===== src/oss_params.svh =====
// Constants for the oscillator source selector: offsets, fields, counts.
// Functional notes
// Every reset loads start source from straps.
// Internal starts: low, high 1 MHz, 32 MHz.
// External start combines with external mode field.
// Three-bit mode picks one of six modes.
// Clock modes take input; crystal modes drive.
// Low-power crystal mode serves watch crystals.
// Software switches source between external and internal.
// Monitor falls back to internal on failure.
// Startup timer holds crystal until stable.
// Failure sets sticky flag readable by software.
`ifndef OSS_PARAMS_SVH
`define OSS_PARAMS_SVH
`define OSS_CLK_NS 50
`define OSS_FAIL_TIME_NS 100000
`define OSS_FAIL_CYC (`OSS_FAIL_TIME_NS / `OSS_CLK_NS)
`define OSS_OST_EDGES 1024
`define OSS_CFG_SETTLE 2'h2
`define OSS_RSEL_EXT 3'h0
`define OSS_RSEL_LF 3'h1
`define OSS_RSEL_HF1M 3'h2
`define OSS_RSEL_HF32M 3'h3
`define OSS_GAIN_LOW 2'h0
`define OSS_GAIN_MED 2'h1
`define OSS_GAIN_HIGH 2'h2
`define OSS_ADR_CTRL 8'h00
`define OSS_ADR_STAT 8'h04
`define OSS_ADR_IRQ 8'h08
`define OSS_ADR_MASK 8'h0C
`define OSS_CTRL_HF 2
`define OSS_STAT_OST 3
`define OSS_STAT_FAIL 4
`define OSS_IRQ_FAIL 0
`define OSS_IRQ_READY 1
`define OSS_REQ_RST 2'h2
`define OSS_HF_RST 1'h0
`define OSS_IRQ_RST 2'h0
`define OSS_MASK_RST 2'h0
`endif


===== src/oss_pkg.sv =====
// Types shared by the oscillator source selector.
package oss_pkg;
    typedef enum logic [1:0] {
        OSS_SRC_EXT = 2'h0,
        OSS_SRC_LF = 2'h1,
        OSS_SRC_HF = 2'h2
    } oss_src_t;

    typedef enum logic [2:0] {
        OSS_EXT_CLOCK_LOW_POWER = 3'h0,
        OSS_EXT_CLOCK_MEDIUM_POWER = 3'h1,
        OSS_EXT_CLOCK_HIGH_POWER = 3'h2,
        OSS_LOW_POWER_CRYSTAL = 3'h3,
        OSS_MEDIUM_GAIN_CRYSTAL = 3'h4,
        OSS_HIGH_GAIN_CRYSTAL = 3'h5
    } oss_ext_mode_t;

    typedef enum logic [4:0] {
        OSS_ST_INIT = 5'b00001,
        OSS_ST_INT = 5'b00010,
        OSS_ST_OST = 5'b00100,
        OSS_ST_EXT = 5'b01000,
        OSS_ST_FAIL = 5'b10000
    } oss_state_t;

    typedef struct packed {
        oss_src_t src;
        logic hf_32m;
        logic xtal_drive;
        logic [1:0] xtal_gain;
        logic ext_in_en;
    } oss_clk_ctl_t;
endpackage


===== src/oss_clk_watch.sv =====
// Edge counter and stall detector for the synchronised external clock.
module oss_clk_watch #(
    parameter int EDGES = 1024,
    parameter int TIMEOUT = 2000
) (
    // Clock and reset.
    input wire logic clk_i,
    input wire logic rst_i,
    // Monitored source, already synchronised.
    input wire logic restart_i,
    input wire logic level_i,
    // Results.
    output logic done_o,
    output logic stale_o
);
    localparam int EW = $clog2(EDGES + 1);
    localparam int TW = $clog2(TIMEOUT + 1);
    logic prev_q, prev_d, rise;
    logic [EW-1:0] edge_q, edge_d;
    logic [TW-1:0] idle_q, idle_d;

    // Sampling at 50 ns limits the watched source to well below 10 MHz.
    always_comb begin
        rise = level_i & ~prev_q;
        prev_d = level_i;
        edge_d = edge_q;
        idle_d = idle_q;
        if (restart_i) begin
            edge_d = '0;
            idle_d = '0;
        end else begin
            if (rise && !done_o) begin
                edge_d = edge_q + EW'(1);
            end
            if (rise) begin
                idle_d = '0;
            end else if (!stale_o) begin
                idle_d = idle_q + TW'(1);
            end
        end
    end

    always_ff @(posedge clk_i) begin
        if (rst_i) begin
            prev_q <= 1'b0;
            edge_q <= '0;
            idle_q <= '0;
        end else begin
            prev_q <= prev_d;
            edge_q <= edge_d;
            idle_q <= idle_d;
        end
    end

    assign done_o = (edge_q == EW'(EDGES));
    assign stale_o = (idle_q == TW'(TIMEOUT));
endmodule // oss_clk_watch


===== src/oss_osc_select.sv =====
// Oscillator source selection, startup timing and fail-safe fallback.
`include "oss_params.svh"
module oss_osc_select (
    // Clock and reset.
    input wire logic clk_i,
    input wire logic rst_i,
    // Wishbone slave.
    input wire logic wb_cyc_i,
    input wire logic wb_stb_i,
    input wire logic wb_we_i,
    input wire logic [7:0] wb_adr_i,
    input wire logic [3:0] wb_sel_i,
    input wire logic [31:0] wb_dat_i,
    output logic [31:0] wb_dat_o,
    output logic wb_ack_o,
    // Non-volatile configuration fields.
    input wire logic [2:0] reset_osc_select_i,
    input wire logic [2:0] external_osc_mode_i,
    // External clock pin or crystal amplifier output.
    input wire logic ext_clk_i,
    // Clock control and events.
    output oss_pkg::oss_clk_ctl_t clk_ctl_o,
    output logic failsafe_o,
    output logic irq_o
);
    import oss_pkg::*;

    logic [5:0] cfg_s1_q, cfg_s2_q;
    logic ext_s1_q, ext_s2_q;
    logic [1:0] cfg_cnt_q, cfg_cnt_d;
    oss_state_t st_q, st_d;
    oss_ext_mode_t mode_q, mode_d;
    oss_src_t src_q, src_d, req_q, req_d;
    logic hf_q, hf_d;
    logic [1:0] irq_q, irq_d, mask_q, mask_d, irq_set;
    logic ack_q, ack_d;
    logic [31:0] dat_q, dat_d;
    oss_clk_ctl_t ctl_q, ctl_d;
    logic restart, edges_done, stale, acc, wr_ctrl, xtal;

    // Straps and the pin are asynchronous; the first stage feeds only the
    // second.
    always_ff @(posedge clk_i) begin
        if (rst_i) begin
            cfg_s1_q <= 6'h00;
            cfg_s2_q <= 6'h00;
            ext_s1_q <= 1'b0;
            ext_s2_q <= 1'b0;
        end else begin
            cfg_s1_q <= {reset_osc_select_i, external_osc_mode_i};
            cfg_s2_q <= cfg_s1_q;
            ext_s1_q <= ext_clk_i;
            ext_s2_q <= ext_s1_q;
        end
    end

    // startup timer.
    oss_clk_watch #(
        .EDGES(`OSS_OST_EDGES),
        .TIMEOUT(`OSS_FAIL_CYC)
    ) u_watch (
        .clk_i(clk_i),
        .rst_i(rst_i),
        .restart_i(restart),
        .level_i(ext_s2_q),
        .done_o(edges_done),
        .stale_o(stale)
    );

    always_comb begin
        acc = wb_cyc_i & wb_stb_i & ~ack_q;
        wr_ctrl = acc & wb_we_i & wb_sel_i[0]
            & (wb_adr_i == `OSS_ADR_CTRL);
        // crystal or clock input.
        xtal = (mode_q == OSS_LOW_POWER_CRYSTAL)
            | (mode_q == OSS_MEDIUM_GAIN_CRYSTAL)
            | (mode_q == OSS_HIGH_GAIN_CRYSTAL);
        cfg_cnt_d = cfg_cnt_q;
        st_d = st_q;
        mode_d = mode_q;
        src_d = src_q;
        req_d = req_q;
        hf_d = hf_q;
        restart = 1'b0;
        irq_set = 2'h0;
        if (cfg_cnt_q != `OSS_CFG_SETTLE) begin
            cfg_cnt_d = cfg_cnt_q + 2'h1;
        end
        // software source request.
        if (wr_ctrl) begin
            req_d = oss_src_t'(wb_dat_i[1:0]);
            hf_d = wb_dat_i[`OSS_CTRL_HF];
        end
        case (st_q)
            OSS_ST_INIT: begin
                // straps taken after settling.
                if (cfg_cnt_q == `OSS_CFG_SETTLE) begin
                    // mode field decode.
                    mode_d = oss_ext_mode_t'(cfg_s2_q[2:0]);
                    // internal start choices.
                    hf_d = (cfg_s2_q[5:3] == `OSS_RSEL_HF32M);
                    // external start uses mode.
                    if (cfg_s2_q[5:3] == `OSS_RSEL_EXT) begin
                        req_d = OSS_SRC_EXT;
                    end else if (cfg_s2_q[5:3] == `OSS_RSEL_LF) begin
                        req_d = OSS_SRC_LF;
                    end else begin
                        req_d = OSS_SRC_HF;
                    end
                    st_d = OSS_ST_INT;
                end
            end
            OSS_ST_INT: begin
                if (req_q == OSS_SRC_EXT) begin
                    restart = 1'b1;
                    if (xtal) begin
                        st_d = OSS_ST_OST;
                    end else begin
                        st_d = OSS_ST_EXT;
                        src_d = OSS_SRC_EXT;
                        irq_set[`OSS_IRQ_READY] = 1'b1;
                    end
                end else if (req_q == OSS_SRC_LF) begin
                    src_d = OSS_SRC_LF;
                end else begin
                    src_d = OSS_SRC_HF;
                end
            end
            OSS_ST_OST: begin
                if (req_q != OSS_SRC_EXT) begin
                    st_d = OSS_ST_INT;
                end else if (stale) begin
                    // dead crystal falls back.
                    st_d = OSS_ST_FAIL;
                    src_d = OSS_SRC_HF;
                    irq_set[`OSS_IRQ_FAIL] = 1'b1;
                end else if (edges_done) begin
                    // switch only when stable.
                    st_d = OSS_ST_EXT;
                    src_d = OSS_SRC_EXT;
                    irq_set[`OSS_IRQ_READY] = 1'b1;
                end
            end
            OSS_ST_EXT: begin
                // failure beats software.
                if (stale) begin
                    st_d = OSS_ST_FAIL;
                    src_d = OSS_SRC_HF;
                    // sticky failure flag.
                    irq_set[`OSS_IRQ_FAIL] = 1'b1;
                end else if (req_q != OSS_SRC_EXT) begin
                    st_d = OSS_ST_INT;
                end
            end
            OSS_ST_FAIL: begin
                // A retry needs a fresh write so a dead source is not
                // re-entered in a loop.
                src_d = OSS_SRC_HF;
                if (wr_ctrl) begin
                    st_d = OSS_ST_INT;
                end
            end
            default: begin
                st_d = OSS_ST_INIT;
            end
        endcase
    end

    always_comb begin
        ctl_d.src = src_d;
        ctl_d.hf_32m = hf_d;
        ctl_d.xtal_drive = xtal
            & ((st_d == OSS_ST_OST) | (st_d == OSS_ST_EXT));
        ctl_d.ext_in_en = ~xtal & (st_d == OSS_ST_EXT);
        // watch crystal gets low gain.
        if (mode_q == OSS_LOW_POWER_CRYSTAL) begin
            ctl_d.xtal_gain = `OSS_GAIN_LOW;
        end else if (mode_q == OSS_MEDIUM_GAIN_CRYSTAL) begin
            ctl_d.xtal_gain = `OSS_GAIN_MED;
        end else begin
            ctl_d.xtal_gain = `OSS_GAIN_HIGH;
        end
    end

    // Register access; set of an event wins over the read that clears it.
    always_comb begin
        ack_d = acc;
        mask_d = mask_q;
        irq_d = irq_q | irq_set;
        dat_d = dat_q;
        if (acc && wb_we_i && wb_sel_i[0]) begin
            if (wb_adr_i == `OSS_ADR_MASK) begin
                mask_d = wb_dat_i[1:0];
            end
        end else if (acc && !wb_we_i) begin
            if (wb_adr_i == `OSS_ADR_CTRL) begin
                dat_d = {29'h0, hf_q, req_q};
            end else if (wb_adr_i == `OSS_ADR_STAT) begin
                dat_d = {24'h0, mode_q, (st_q == OSS_ST_FAIL),
                    edges_done, hf_q, src_q};
            end else if (wb_adr_i == `OSS_ADR_IRQ) begin
                dat_d = {30'h0, irq_q};
                irq_d = irq_set;
            end else if (wb_adr_i == `OSS_ADR_MASK) begin
                dat_d = {30'h0, mask_q};
            end else begin
                dat_d = 32'h0;
            end
        end
    end

    always_ff @(posedge clk_i) begin
        if (rst_i) begin
            cfg_cnt_q <= 2'h0;
            st_q <= OSS_ST_INIT;
            mode_q <= OSS_EXT_CLOCK_LOW_POWER;
            src_q <= OSS_SRC_HF;
            req_q <= oss_src_t'(`OSS_REQ_RST);
            hf_q <= `OSS_HF_RST;
            irq_q <= `OSS_IRQ_RST;
            mask_q <= `OSS_MASK_RST;
            ack_q <= 1'b0;
            dat_q <= 32'h0;
            ctl_q <= '{src: OSS_SRC_HF, hf_32m: 1'b0, xtal_drive: 1'b0,
                xtal_gain: 2'h0, ext_in_en: 1'b0};
        end else begin
            cfg_cnt_q <= cfg_cnt_d;
            st_q <= st_d;
            mode_q <= mode_d;
            src_q <= src_d;
            req_q <= req_d;
            hf_q <= hf_d;
            irq_q <= irq_d;
            mask_q <= mask_d;
            ack_q <= ack_d;
            dat_q <= dat_d;
            ctl_q <= ctl_d;
        end
    end

    assign wb_ack_o = ack_q;
    assign wb_dat_o = dat_q;
    assign clk_ctl_o = ctl_q;
    assign failsafe_o = (st_q == OSS_ST_FAIL);
    assign irq_o = |(irq_q & mask_q);

    AST_STRAP_LF: assert property (@(posedge clk_i) disable iff (rst_i)
        (st_q == OSS_ST_INIT && cfg_cnt_q == `OSS_CFG_SETTLE
            && cfg_s2_q[5:3] == `OSS_RSEL_LF)
        |=> ##1 (ctl_q.src == OSS_SRC_LF))
        else $error("Low internal start not applied.");

    AST_STRAP_HF32: assert property (@(posedge clk_i) disable iff (rst_i)
        (st_q == OSS_ST_INIT && cfg_cnt_q == `OSS_CFG_SETTLE
            && cfg_s2_q[5:3] == `OSS_RSEL_HF32M)
        |=> ##1 (ctl_q.src == OSS_SRC_HF && ctl_q.hf_32m))
        else $error("High internal 32 MHz start not applied.");

    AST_MODE_TAKEN: assert property (@(posedge clk_i) disable iff (rst_i)
        (st_q == OSS_ST_INIT && cfg_cnt_q == `OSS_CFG_SETTLE)
        |=> (mode_q == $past(cfg_s2_q[2:0])))
        else $error("External mode field not taken.");

    // A software change of request may be seen one cycle before the state
    // leaves the external path, so the request is checked one cycle back.
    AST_EXT_ACTIVE: assert property (@(posedge clk_i) disable iff (rst_i)
        (st_q == OSS_ST_EXT)
        |-> (ctl_q.src == OSS_SRC_EXT && $past(req_q) == OSS_SRC_EXT))
        else $error("External state without external source.");

    AST_CLOCK_INPUT: assert property (@(posedge clk_i)
        disable iff (rst_i) (st_q == OSS_ST_EXT && !xtal)
        |-> (ctl_q.ext_in_en && !ctl_q.xtal_drive))
        else $error("Clock mode drives crystal or lacks input.");

    AST_WATCH_GAIN: assert property (@(posedge clk_i) disable iff (rst_i)
        (st_q == OSS_ST_OST && mode_q == OSS_LOW_POWER_CRYSTAL)
        |-> (ctl_q.xtal_drive && ctl_q.xtal_gain == `OSS_GAIN_LOW))
        else $error("Watch crystal not driven at low gain.");

    AST_SW_SWITCH: assert property (@(posedge clk_i) disable iff (rst_i)
        (st_q == OSS_ST_EXT && !stale && wr_ctrl
            && wb_dat_i[1:0] == OSS_SRC_LF)
        |-> ##3 (ctl_q.src == OSS_SRC_LF))
        else $error("Software switch to low internal missed.");

    AST_FAILSAFE: assert property (@(posedge clk_i) disable iff (rst_i)
        (st_q == OSS_ST_EXT && stale)
        |=> (failsafe_o && ctl_q.src == OSS_SRC_HF && !ctl_q.ext_in_en))
        else $error("Clock failure not handled.");

    AST_OST_HOLD: assert property (@(posedge clk_i) disable iff (rst_i)
        (st_q == OSS_ST_OST && !edges_done) |=> (ctl_q.src != OSS_SRC_EXT))
        else $error("Crystal used before startup count.");

    AST_FAIL_FLAG: assert property (@(posedge clk_i) disable iff (rst_i)
        (st_q == OSS_ST_EXT && stale) |=> irq_q[`OSS_IRQ_FAIL] [*2])
        else $error("Failure flag not sticky.");
endmodule // oss_osc_select


===== config.mk =====
export PLATFORM = sky130hd
export DESIGN_NAME = oss_osc_select
export DESIGN_NICKNAME = d
export VERILOG_FILES = /design/src/oss_pkg.sv /design/src/oss_clk_watch.sv /design/src/oss_osc_select.sv
export VERILOG_INCLUDE_DIRS = /design/src
export SDC_FILE = /design/constraint.sdc
export NUM_CORES = 1
export LEC_CHECK = 0
export BUFFER_PORTS_ARGS = -buffer_cell sky130_fd_sc_hd__buf_2
export CAP_MARGIN = 20
export CELL_PAD_IN_SITES_DETAIL_PLACEMENT = 0
export CELL_PAD_IN_SITES_GLOBAL_PLACEMENT = 1
export CORE_MARGIN = 2
export CORE_UTILIZATION = 38
export DETAILED_ROUTE_END_ITERATION = 10
export PLACE_DENSITY_LB_ADDON = 0.25
export SLEW_MARGIN = 0
export SYNTH_ARGS = -nofsm -noshare
export SYNTH_HDL_FRONTEND = slang
export SYNTH_SLANG_ARGS = --single-unit

===== constraint.sdc =====
create_clock -name clk_i -period 2.5 [get_ports clk_i]
set_input_delay 0.125 -clock clk_i [delete_from_list [all_inputs] [get_ports clk_i]]
set_output_delay 0.125 -clock clk_i [all_outputs]
set_load 0.01 [all_outputs]

# --- After elaboration in Yosys (flattened, before gate mapping) ---
# Index checks and enable logic that the tools add are counted.
# Widths: inputs -> output; s select.
classes:
  muxes: 46
  reduce_logical: 19
  n_addsub: 3
  n_eq_ne: 24
  bitwise_logic: 17
op_table:
  columns: ["op", "n"]
  rows:
  - ["$mux 2", 21]
  - ["$mux 5", 8]
  - ["$pmux 5 s5", 1]
  - ["$add 11x1->11 const B", 2]
  - ["$eq 11x11->1 const B", 2]
  - ["$eq 8x4->1 const B", 2]
  - ["$mux 8", 2]
  - ["$eq 5x3->1 const B", 2]
  - ["$eq 5x4->1 const B", 2]
  - ["$mux 1", 10]
  - ["$and 1x1->1", 8]
  - ["$eq 8x3->1 const B", 1]
  - ["$logic_not 8->1", 1]
  - ["$pmux 2 s4", 1]
  - ["$eq 3x2->1 const B", 2]
  - ["$eq 3x3->1 const B", 2]
  - ["$ne 2x2->1 const B", 3]
  - ["$ne 3x3->1 const B", 2]
  - ["$reduce_and 2->1", 3]
  - ["$reduce_or 2->1", 3]
  - ["$eq 5x1->1 const B", 1]
  - ["$eq 5x2->1 const B", 1]
  - ["$eq 5x5->1 const B", 1]
  - ["$reduce_and 5->1", 1]
  - ["other kinds (17)", 27]
word_totals:
  word_cells: 129
  output_inout_bits: 42
  register_bits: 93
  input_bits: 56

# --- Logic depth before layout (Yosys ltp) ---
# Gate-level depths: netlist (run 1).
logic_depth:
  depth_word: 12
  ltp_mapped: 8
  depth_no_buf: 7

# --- Modules after synthesis ---
# Synthesis (run 1) repeated with hierarchy kept, for this count alone.
unflattened:
  hier_cells: 381
  area_unflattened_um2: 3348.2
by_module_without_submodules:
  columns: ["module", "seq_area_each_um2", "area_each_um2", "cells_each", "n_inst"]
  rows:
  - ["oss_osc_select", 920.9, 2278.4, 263, 1]
  - ["oss_clk_watch", 460.4, 1069.8, 118, 1]

# --- Worst setup path after synthesis (run 1) ---
# No wires, ideal clock.
synth_timing:
  kind: "input -> register"
  startpoint: "input wb_adr_i[1]"
  endpoint: "register req_q[1]"
  setup_time_ps: 120
  path_slack_ps: 519
  path_buffers: 1
  t_required_ps: 2380
  cell_stages: 5
  arrival_time_ps: 1861
  path_cell_list: "or4_4 -> or4_4 -> buf_6 -> mux2_4 -> a211o_1"
synth_via:
  elab_chain_cells: 5
synth_rtl:
  columns: ["item", "line_no", "source"]
  rows:
  - ["start, declared", "oss_osc_select.sv:11", "input wire logic [7:0] wb_adr_i,"]
  - ["$logic_not 8->1 (no source line) (*)", null, null]
  - ["$and 1x1->1 (*)", "oss_osc_select.sv:72", "wr_ctrl = acc & wb_we_i & wb_sel_i[0]"]
  - ["$mux 2 (*)", "oss_osc_select.sv:90", "if (wr_ctrl) begin"]
  - ["$mux 2", "oss_osc_select.sv:97", "if (cfg_cnt_q == `OSS_CFG_SETTLE) begin"]
  - ["$mux 2 (*)", "oss_osc_select.sv:94", "case (st_q)"]
  - ["end signal, assigned", "oss_osc_select.sv:218", "req_q <= oss_src_t'(`OSS_REQ_RST);"]
  - ["end signal, assigned", "oss_osc_select.sv:231", "req_q <= req_d;"]
  - ["end, declared", "oss_osc_select.sv:33", "oss_src_t src_q, src_d, req_q, req_d;"]
# Every way passes the cells marked *; elsewhere a longest branch is shown, timed or not.
# A chain may end at the register's enable or synchronous reset.

# --- Worst setup path after layout (run 1) ---
layout_timing:
  startpoint: "register u_watch.edge_q[1]"
  endpoint: "register ctl_q (netlist bit clk_ctl_o[3])"
layout_via:
  elab_chain_cells: 8
  elab_cells_between_ends: 9
  classes_between: "3 x eq/ne; 4 x mux; 2 x bitwise"
layout_rtl:
  columns: ["item", "line_no", "source"]
  rows:
  - ["start, declared", "oss_clk_watch.sv:19", "logic [EW-1:0] edge_q, edge_d;"]
  - ["start signal, assigned", "oss_clk_watch.sv:50", "edge_q <= edge_d;"]
  - ["$eq 11x11->1 (*)", "oss_clk_watch.sv:55", "assign done_o = (edge_q == EW'(EDGES));"]
  - ["$mux 5 (*)", "oss_osc_select.sv:137", "end else if (edges_done) begin"]
  - ["$mux 5 (*)", "oss_osc_select.sv:132", "end else if (stale) begin"]
  - ["$mux 5 (*)", "oss_osc_select.sv:130", "if (req_q != OSS_SRC_EXT) begin"]
  - ["$pmux 5 s5 (*)", "oss_osc_select.sv:94", null]
  - ["$eq 5x3->1 / $eq 5x4->1 (equally long branches)", "oss_osc_select.sv:173", "& ((st_d == OSS_ST_OST) | (st_d == OSS_ST_EXT));"]
  - ["$or 1x1->1 (*)", "oss_osc_select.sv:173", null]
  - ["$and 1x1->1 (*)", "oss_osc_select.sv:173", null]
  - ["end signal, assigned", "oss_osc_select.sv:224", "ctl_q <= '{src: OSS_SRC_HF, hf_32m: 1'b0, xtal_drive: 1'b0,"]
  - ["end signal, assigned", "oss_osc_select.sv:237", "ctl_q <= ctl_d;"]
  - ["end, declared", "oss_osc_select.sv:38", "oss_clk_ctl_t ctl_q, ctl_d;"]
# Marks and branches as above.

==> results of run 1 <==
==> worst register-to-register path: stages (launching register included) <==
cell and delay [ps]:
dfxtp_1 350, inv_1 90, ha_1 140, nor4b_2 350, nand3_1 160, or4_1 540, a221o_1 370, a21oi_1 150
==> power groups by stage <==
| stage | registers, mW | logic, mW | clock network [mW] |
|---|---|---|---|
| finish | 1.22 | 0.374 | 0.834 |
| global route | 1.23 | 0.430 | 0.918 |
| CTS | 1.22 | 0.376 | 0.863 |
| detailed placement | 1.25 | 0.366 | 0 |
| global placement | 1.25 | 0.363 | 0 |
| floorplan | 1.23 | 0.310 | 0 |
==> flip-flops by register name (all words and copies together), names as in the netlist, 2 cells and up <==
signal,cells
cfg_s1_q,6
mode_q,3
cfg_s2_q,6
clk_ctl_o,7
u_watch.idle_q,11
st_q,5
cfg_cnt_q,2
mask_q,2
wb_dat_o,8
u_watch.edge_q,11
req_q,2
irq_q,2
==> layout make-up <==
type                       instances  area (um2)
fill                             843        4520
clock inverter                     7        53.8
clock buffer                       9         124
multi-input combinational        262        1610
sequential                        69        1380
inverter                          11        41.3
tap                              105         131
timing repair buffer              52         305
==> logic make-up (layout without fill, tap and decap cells) <==
| logic type | Yosys count | after routing |
|---|---|---|
| adders and majority gates | 5 | 5 |
| and+or+nand+nor | 151 | 151 |
| AOI/OAI and AO/OA | 51 | 51 |
| muxes | 11 | 11 |
| other | 1 | 24 |
| xor gates and xnor gates | 20 | 20 |
| buffers and inverters | 49 | 79 |
| DFF | 69 | 69 |
==> cells in the final DEF, fill, tap and decap left out, types with 5 or more instances in the layout <==
| master | instances |
|---|---|
| ha_1 | 5 |
| dlygate4sd3_1 | 7 |
| nand2b_1 | 8 |
| a31oi_1 | 5 |
| inv_1 | 11 |
| buf_2 | 41 |
| o21ai_0 | 9 |
| xnor2_1 | 10 |
| nand3_1 | 15 |
| nor3_1 | 7 |
| nand3b_1 | 5 |
| conb_1 | 24 |
| nor2_1 | 53 |
| dfxtp_1 | 69 |
| clkbuf_8 | 9 |
| xor2_1 | 10 |
| mux2i_1 | 8 |
| a21oi_1 | 12 |
| nand4_1 | 5 |
| a22oi_1 | 5 |
| nand2_1 | 16 |
| nor2b_1 | 18 |
==> path summary, 6_finish.rpt <==
check / start / to / slack, ps / depth (start not counted)
worst max-delay path: u_watch.edge_q[1] / clk_ctl_o[3] / 280 / 7
worst max register to register: u_watch.edge_q[1] / clk_ctl_o[3] / 280 / 7
worst min-delay path: wb_dat_i[0] / mask_q[0] / 30 / 3
worst min register to register: cfg_s1_q[3] / cfg_s2_q[3] / 440 / 1
==> metal layers <==
metal | wire [um] | vias to the layer above | track usage, %
met4 | 96 | 0 | 5.36
met5 | 0 | - | 0
met1 | 3150 | 1180 | 19.1
met3 | 330 | 8 | 5.32
met2 | 2740 | 56 | 22.0
li1 | - | 1283 | -
==> stage by stage <==
step           instance area (um2)  worst slack, ps  hold WS, ps  util (%)  power (mW)
2_1_floorplan                 3280              519          253         -        1.54
3_3_place_gp                  3400              337          331      41.6        1.61
3_5_place_dp                  3400              336          337      41.6        1.61
4_1_cts                       3650              299         26.3      44.7        2.46
5_1_grt                       3650              117         41.6      44.7        2.58
6_report                      3650              281         33.5      44.7        2.43
==> impl_metrics.py, run 1 <==
metrics = {
    "clocking": {
        "clock_tree.root_cell": "clkbuf_8",
        "numCtsBuffers": 9,
        "post-cts-setup-buffers": 0,
        "cts_resized": 0,
        "cts_buffer_depth": 2,
        "clk_pin_slew_ps": 80,
        "insertion_delay_ps": 360,
        "cts_hold_buffers": 7,
        "htree_levels": 3,
        "cts_sinks": 69,
        "cts_tree": "yes",
    },
    "pwr": {
        "p_leak_nw": 1.52,
        "p_per_area_nw_per_um2": 666,
        "vdd.ir_drop.worst_mv": 0.395,
        "swShare_pct": 29.8,
        "pwr-share-comb_pct": 15.4,
        "switchingPower_mw": 0.724,
        "power_frac_clock_pct": 34.3,
        "seq_power_share_pct": 50.3,
        "p_int_mw": 1.71,
    },
    "sta": {
        "finalHoldViolations": 0,
        "rsz0062_at_grt": "no",
        "post-route-period-util_pct": 88.8,
        "clock-skew-final_ps": 9.76,
        "slew_headroom_pct": 52.6,
        "max_slew.worst_pin.slew_ps": 693,
        "finalCriticalPeriod_ps": 2220,
        "tns_ps": 0,
        "final_max_slew_viol_count": 0,
        "finalSetupViolations": 0,
        "fmax_mhz": 451,
    },
    "detailed_routing": {
        "drc": 0,
        "initialDrtViolationCount": 113,
        "vias_per_cell": 4.91,
        "routed_wl_mm": 6.32,
        "drtPass1Iterations": 4,
        "wl_per_cell_um": 12.3,
        "ant_nets": 0,
        "vias": 2527,
    },
    "run": {
        "drv_cap": 0,
    },
    "setup_path": {
        "cp.required_ps": 2780,
        "path_cells": "inv_1 > ha_1 > nor4b_2 > nand3_1 > or4_1 > a221o_1 > a21oi_1",
        "cp_slowest_stage_delay_ps": 540,
        "startpoint_type": "flop",
        "critPathMaxFanout": 4,
        "cp_slowest_cell": "or4_1",
        "path_class": "reg -> reg",
        "cp_num_buf_inv": 1,
        "critical-path-top-delay-family": "simple AND/OR/NAND/NOR gates",
        "cp.arrival_ps": 2500,
        "endpoint_kind": "flop",
    },
    "synthesis": {
        "synth_compound_area_share_pct": 10.8,
        "synth_top_family_by_area": "simple AND/OR/NAND/NOR gates",
        "synth.area.mux_share_pct": 4.39,
        "synth_common_cells": "69 x dfxtp_1, 53 x nor2_1, 25 x buf_4",
        "synth-async-reset-ratio_pct": 0,
        "synth-seq-area-share_pct": 43.2,
        "synth-simple-area-share_pct": 25.0,
        "synthAdderAreaFrac_pct": 1.96,
        "synth_flop_cell": "dfxtp_1",
        "avgSynthCellArea_um2": 8.95,
        "syn_inst": 357,
        "synth_cell_types": 55,
        "yosysMostFrequentCell": "dfxtp_1",
        "ys_ff_latch": 69,
        "synth_area_leaders": "dfxtp_1 43%, nor2_1 6.2%, buf_4 5.9%",
        "netlist_area_um2": 3200,
        "synth-edff-count": 0,
        "yosys_warnings": 0,
        "synth_xor_area_share_pct": 5.48,
        "synth_top_area_share_pct": 43.2,
        "yosysTopAreaCell": "dfxtp_1",
    },
    "grt": {
        "grt_usage_pct": 14.6,
        "antenna_found_initial": 0,
        "grt_first_pass_wirelength_mm": 10.2,
        "grt_overflow": 0,
        "grt_max_degree": 28,
        "grt_pass1_vias": 2199,
    },
    "floorplan": {
        "die_h_um": 95.7,
        "fp.dieW_um": 95.7,
        "row_count": 33,
        "start_util_pct": 39.1,
        "die_area_um2": 9160,
        "placeableCoreArea_um2": 8180,
        "pin_count": 98,
    },
    "placement": {
        "dp.cells": 492,
        "hpwlAfterDp_mm": 4.55,
        "place_congestion": 0.830,
        "io_buffer_count": 41,
    },
    "cells_and_area": {
        "final_nets": 466,
        "drive_above_1_share_pct": 17.8,
        "instances_no_fill": 515,
        "antenna_cells": 0,
        "syn_to_final_growth_pct": 14.3,
    },
    "worst_hold_path": {
        "worstHoldPathType": "in -> reg",
    },
    "status": {
        "status": "finished clean",
    },
}
No activity file was read; power rests on OpenSTA's default activity.
==> inputs of run 2 (changes only) <==
--- a/config.mk
+++ b/config.mk
@@ -10,6 +10,7 @@
 export CAP_MARGIN = 20
 export CELL_PAD_IN_SITES_DETAIL_PLACEMENT = 0
 export CELL_PAD_IN_SITES_GLOBAL_PLACEMENT = 1
+export CORE_ASPECT_RATIO = 0.6
 export CORE_MARGIN = 2
 export CORE_UTILIZATION = 38
 export DETAILED_ROUTE_END_ITERATION = 10
==> impl_metrics.py, run 2 (same netlist as run 1, synthesis figures left out) <==
metrics = {
    "cells_and_area": {
        "stdcell_area_um2": 3780,
        "fill_cells": 796,
        "final_nets": 467,
        "final_util_pct": 47.2,
        "drive_above_1_share_pct": 18.7,
        "syn_to_final_growth_pct": 18.2,
        "mostFrequentLayoutCells": "69 x dfxtp_1, 53 x nor2_1, 41 x buf_2, 24 x conb_1, 18 x nor2b_1",
        "layout_commonest_cell": "dfxtp_1",
        "antenna_cells": 0,
    },
    "clocking": {
        "cts_resized": 0,
        "insertion_delay_ps": 330,
        "clock_tree.root_cell": "clkbuf_16",
        "cts_tree": "yes",
        "numCtsBuffers": 9,
        "cts_sinks": 69,
        "cts_buffer_depth": 2,
        "cts_hold_buffers": 4,
        "post-cts-setup-buffers": 0,
        "htree_levels": 3,
        "clk_pin_slew_ps": 60,
    },
    "floorplan": {
        "fp.dieW_um": 122,
        "die_h_um": 75.0,
        "start_util_pct": 39.9,
        "pin_count": 98,
        "placeableCoreArea_um2": 8010,
        "row_count": 25,
        "die_area_um2": 9180,
    },
    "sta": {
        "slew_headroom_pct": 65.2,
        "tns_ps": 0,
        "clock-skew-final_ps": 3.91,
        "post-route-period-util_pct": 87.7,
        "max_slew.worst_pin.slew_ps": 520,
        "fmax_mhz": 456,
        "finalCriticalPeriod_ps": 2190,
        "final_max_slew_viol_count": 0,
        "finalSetupViolations": 0,
        "rsz0062_at_grt": "no",
        "whs_ps": 15.9,
        "finalHoldViolations": 0,
    },
    "pwr": {
        "pwr-share-comb_pct": 13.2,
        "power.total_mw": 2.86,
        "p_leak_nw": 1.57,
        "p_int_mw": 2.11,
        "seq_power_share_pct": 42.8,
        "vdd.ir_drop.worst_mv": 0.400,
        "switchingPower_mw": 0.753,
        "swShare_pct": 26.3,
        "power_frac_clock_pct": 43.9,
        "p_per_area_nw_per_um2": 758,
    },
    "grt": {
        "antenna_found_initial": 0,
        "grt_overflow": 0,
        "grt_first_pass_wirelength_mm": 11.6,
        "grt_pass1_vias": 2385,
        "grt_max_degree": 24,
        "grt_usage_pct": 16.7,
    },
    "placement": {
        "post_dp_cell_area_um2": 3440,
        "place_congestion": 0.800,
        "hpwlAfterDp_mm": 4.99,
        "io_buffer_count": 41,
    },
    "detailed_routing": {
        "vias_per_cell": 4.78,
        "routed_wl_mm": 6.85,
        "ant_nets": 0,
        "vias": 2483,
        "drc": 0,
        "drtPass1Iterations": 4,
        "wl_per_cell_um": 13.2,
        "initialDrtViolationCount": 151,
    },
    "setup_path": {
        "path_class": "reg -> reg",
        "critPathMaxFanout": 5,
        "cp.required_ps": 2760,
        "endpoint_kind": "flop",
        "cp.arrival_ps": 2450,
        "startpoint_type": "flop",
    },
    "run": {
        "drv_cap": 0,
    },
    "worst_hold_path": {
        "worstHoldPathType": "in -> reg",
    },
    "status": {
        "status": "finished clean",
    },
}
[run 2: changes by cell type in the layout (fill, tap and decap cells not counted), sizes merged]
cell / previous run / this run
inv: 15 / 11
clkinv: 3 / 4
buf: 45 / 49
dlygate4sd3: 7 / 4
bufinv: 0 / 1
clkinvlp: 0 / 2
[run 2: worst max-delay path: stages (launching register included)]
cell     delay, ps
dfxtp_1        350
inv_1           70
ha_1           130
nor4b_2        320
nand3_1        180
or4_1          550
a221o_1        380
a21oi_1        130
[run 2: final timing paths]
| check | startpoint | to | slack, ps | cells past startpoint |
|---|---|---|---|---|
| setup / recovery | u_watch.edge_q[0] | clk_ctl_o[3] | 310 | 7 |
| hold / removal | reset_osc_select_i[1] | cfg_s1_q[4] | 20 | 2 |
| setup reg to reg | u_watch.edge_q[0] | clk_ctl_o[3] | 310 | 7 |
| hold reg to reg | cfg_s1_q[4] | cfg_s2_q[4] | 440 | 1 |
[run 2: layer usage]
metal | wire length (um) | share of wire (%) | vias to the layer above | global-route usage [%]
li1 | - | - | 1285 | -
met1 | 3800 | 55 | 1136 | 23.9
met2 | 2630 | 38 | 58 | 23.4
met3 | 374 | 5.5 | 4 | 5.83
met4 | 53 | 0.77 | 0 | 5.75
met5 | 0 | 0 | - | 0
[run 2: layout make-up]
cell class                      instances  area, um2  share of cell area (%)
Tap cell                              108        135                    3.58
Multi-Input combinational cell        262       1610                    42.7
Clock buffer                            9        225                    5.96
Timing Repair Buffer                   53        305                    8.08
Sequential cell                        69       1380                    36.6
Inverter                               11       41.3                    1.09
Clock inverter                          7       76.3                    2.02
[run 2: power groups by stage]
stage	Sequential, mW	Combinational [mW]	Clock, mW
after floorplan	1.23	0.310	0
after global placement	1.25	0.367	0
after detailed placement	1.25	0.371	0
after CTS	1.23	0.378	1.30
after global routing	1.24	0.427	1.35
final	1.23	0.379	1.26
[run 2: stage by stage]
| stage | std cells | worst slack [ps] |
|---|---|---|
| floorplan | 380 | 519 |
| global placement | 499 | 367 |
| detailed placement | 499 | 350 |
| CTS | 519 | 303 |
| global route | 519 | 130 |
| finish | 519 | 309 |
==> inputs of run 3 (changes only) <==
--- a/config.mk
+++ b/config.mk
@@ -12,7 +12,7 @@
 export CELL_PAD_IN_SITES_GLOBAL_PLACEMENT = 1
 export CORE_ASPECT_RATIO = 0.6
 export CORE_MARGIN = 2
-export CORE_UTILIZATION = 38
+export CORE_UTILIZATION = 40
 export DETAILED_ROUTE_END_ITERATION = 10
 export PLACE_DENSITY_LB_ADDON = 0.25
 export SLEW_MARGIN = 0
==> constraint.sdc (replaced) <==
create_clock -name clk_i -period 2.8 [get_ports clk_i]
set_input_delay 0.14 -clock clk_i [delete_from_list [all_inputs] [get_ports clk_i]]
set_output_delay 0.14 -clock clk_i [all_outputs]
set_load 0.01 [all_outputs]
==> impl_metrics.py, run 3 (same netlist as run 1, synthesis figures left out) <==
metrics = {
    "status": {
        "status": "finished clean",
    },
    "worst_hold_path": {
        "worstHoldPathType": "in -> reg",
        "min_from": "ext_clk_i",
    },
    "setup_path": {
        "cp.required_ps": 3050,
        "path_class": "reg -> reg",
        "cp-startpoint": "st_q[2]",
        "cp.arrival_ps": 2550,
        "endpoint_kind": "flop",
        "worstReg2RegStart": "st_q[2]",
        "startpoint_type": "flop",
        "critPathMaxFanout": 10,
    },
    "grt": {
        "grt_max_degree": 40,
        "antenna_found_initial": 0,
        "grt_pass1_vias": 2250,
        "grt_usage_pct": 16.3,
        "grt_overflow": 0,
        "grt_first_pass_wirelength_mm": 10.9,
    },
    "cells_and_area": {
        "layout_commonest_cell": "dfxtp_1",
        "mostFrequentLayoutCells": "69 x dfxtp_1, 53 x nor2_1, 41 x buf_2, 24 x conb_1, 18 x nor2b_1",
        "final_nets": 462,
        "antenna_cells": 0,
        "syn_to_final_growth_pct": 17.1,
        "fill_cells": 767,
        "drive_above_1_share_pct": 17.7,
    },
    "clocking": {
        "numCtsBuffers": 9,
        "clk_pin_slew_ps": 60,
        "insertion_delay_ps": 330,
        "htree_levels": 3,
        "cts_tree": "yes",
        "cts_sinks": 69,
        "clock_tree.root_cell": "clkbuf_16",
        "cts_buffer_depth": 2,
        "cts_resized": 0,
    },
    "sta": {
        "finalSetupViolations": 0,
        "fmax_mhz": 436,
        "final_max_slew_viol_count": 0,
        "slew_headroom_pct": 40.6,
        "post-route-period-util_pct": 81.9,
        "tns_ps": 0,
        "finalHoldViolations": 0,
        "finalCriticalPeriod_ps": 2290,
        "worst_slack_ps": 508,
        "clock-skew-final_ps": 6.79,
        "rsz0062_at_grt": "no",
        "max_slew.worst_pin.slew_ps": 869,
    },
    "placement": {
        "place_congestion": 0.828,
        "io_buffer_count": 41,
        "pre_cts_ws_ps": 585,
        "hpwlAfterDp_mm": 4.68,
    },
    "floorplan": {
        "die_h_um": 73.2,
        "placeableCoreArea_um2": 7820,
        "fp.dieW_um": 119,
        "pin_count": 98,
        "start_util_pct": 40.9,
        "die_area_um2": 8740,
        "row_count": 25,
    },
    "detailed_routing": {
        "ant_nets": 0,
        "vias_per_cell": 4.78,
        "initialDrtViolationCount": 149,
        "drc": 0,
        "drtPass1Iterations": 4,
        "vias": 2456,
        "routed_wl_mm": 6.55,
        "wl_per_cell_um": 12.7,
    },
    "pwr": {
        "vdd.ir_drop.worst_mv": 0.394,
        "p_leak_nw": 1.54,
        "power.total_mw": 2.55,
        "p_per_area_nw_per_um2": 681,
    },
    "run": {
        "drv_cap": 0,
    },
}
-- run 3: worst max-delay path, cell delays in order, from the launching register on --
cell and delay [ps]:
dfxtp_1 410, or3_1 430, a2111oi_0 760, nor2_1 110
a311o_1 320, a21oi_1 170
-- run 3: where the power goes --
group	switching, mW	internal [mW]	leakage [nW]
clock network	0.428	0.691	0.142
registers	0.0515	1.04	0.561
logic	0.183	0.150	0.841
total	0.663	1.88	1.54
-- run 3: area by class of cell --
| type | instances | area, um2 | area share [%] |
|---|---|---|---|
| flip-flops and latches | 69 | 1380 | 36.9 |
| repair buffers | 48 | 268 | 7.16 |
| multi-input cells | 262 | 1610 | 43.1 |
| clock inverters | 7 | 76.3 | 2.04 |
| well taps | 108 | 135 | 3.61 |
| clock buffers | 9 | 225 | 6.02 |
| inverters | 11 | 41.3 | 1.10 |
-- run 3: per-layer routing --
metal,track usage (%),share of wire [%]
met1,22.4,52
met2,22.9,41
met3,5.70,5.4
met4,7.84,1.0
met5,0,0
-- run 3: worst paths after layout --
| path | to | slack, ps | cells after the start |
|---|---|---|---|
| setup reg to reg | clk_ctl_o[3] | 510 | 5 |
| setup / recovery | clk_ctl_o[3] | 510 | 5 |
| hold / removal | ext_s1_q | 10 | 2 |
| hold reg to reg | cfg_s2_q[0] | 430 | 1 |
-- run 3: what timing repair did --
| action | in CTS | in global routing |
|---|---|---|
| hold endpoints to repair | 4 | 0 |
| buffers inserted | 0 | 0 |
| hold buffers | 4 | 0 |
-- run 3: per-stage QoR --
stage          hold WS, ps  utilization [%]  std cells  area (um2)
2_1_floorplan          268                -        380        3280
3_3_place_gp           346             43.5        494        3400
3_5_place_dp           354             43.5        494        3400
4_1_cts              0.183             47.8        514        3740
5_1_grt               2.00             47.8        514        3740
6_report              14.2             47.8        514        3740
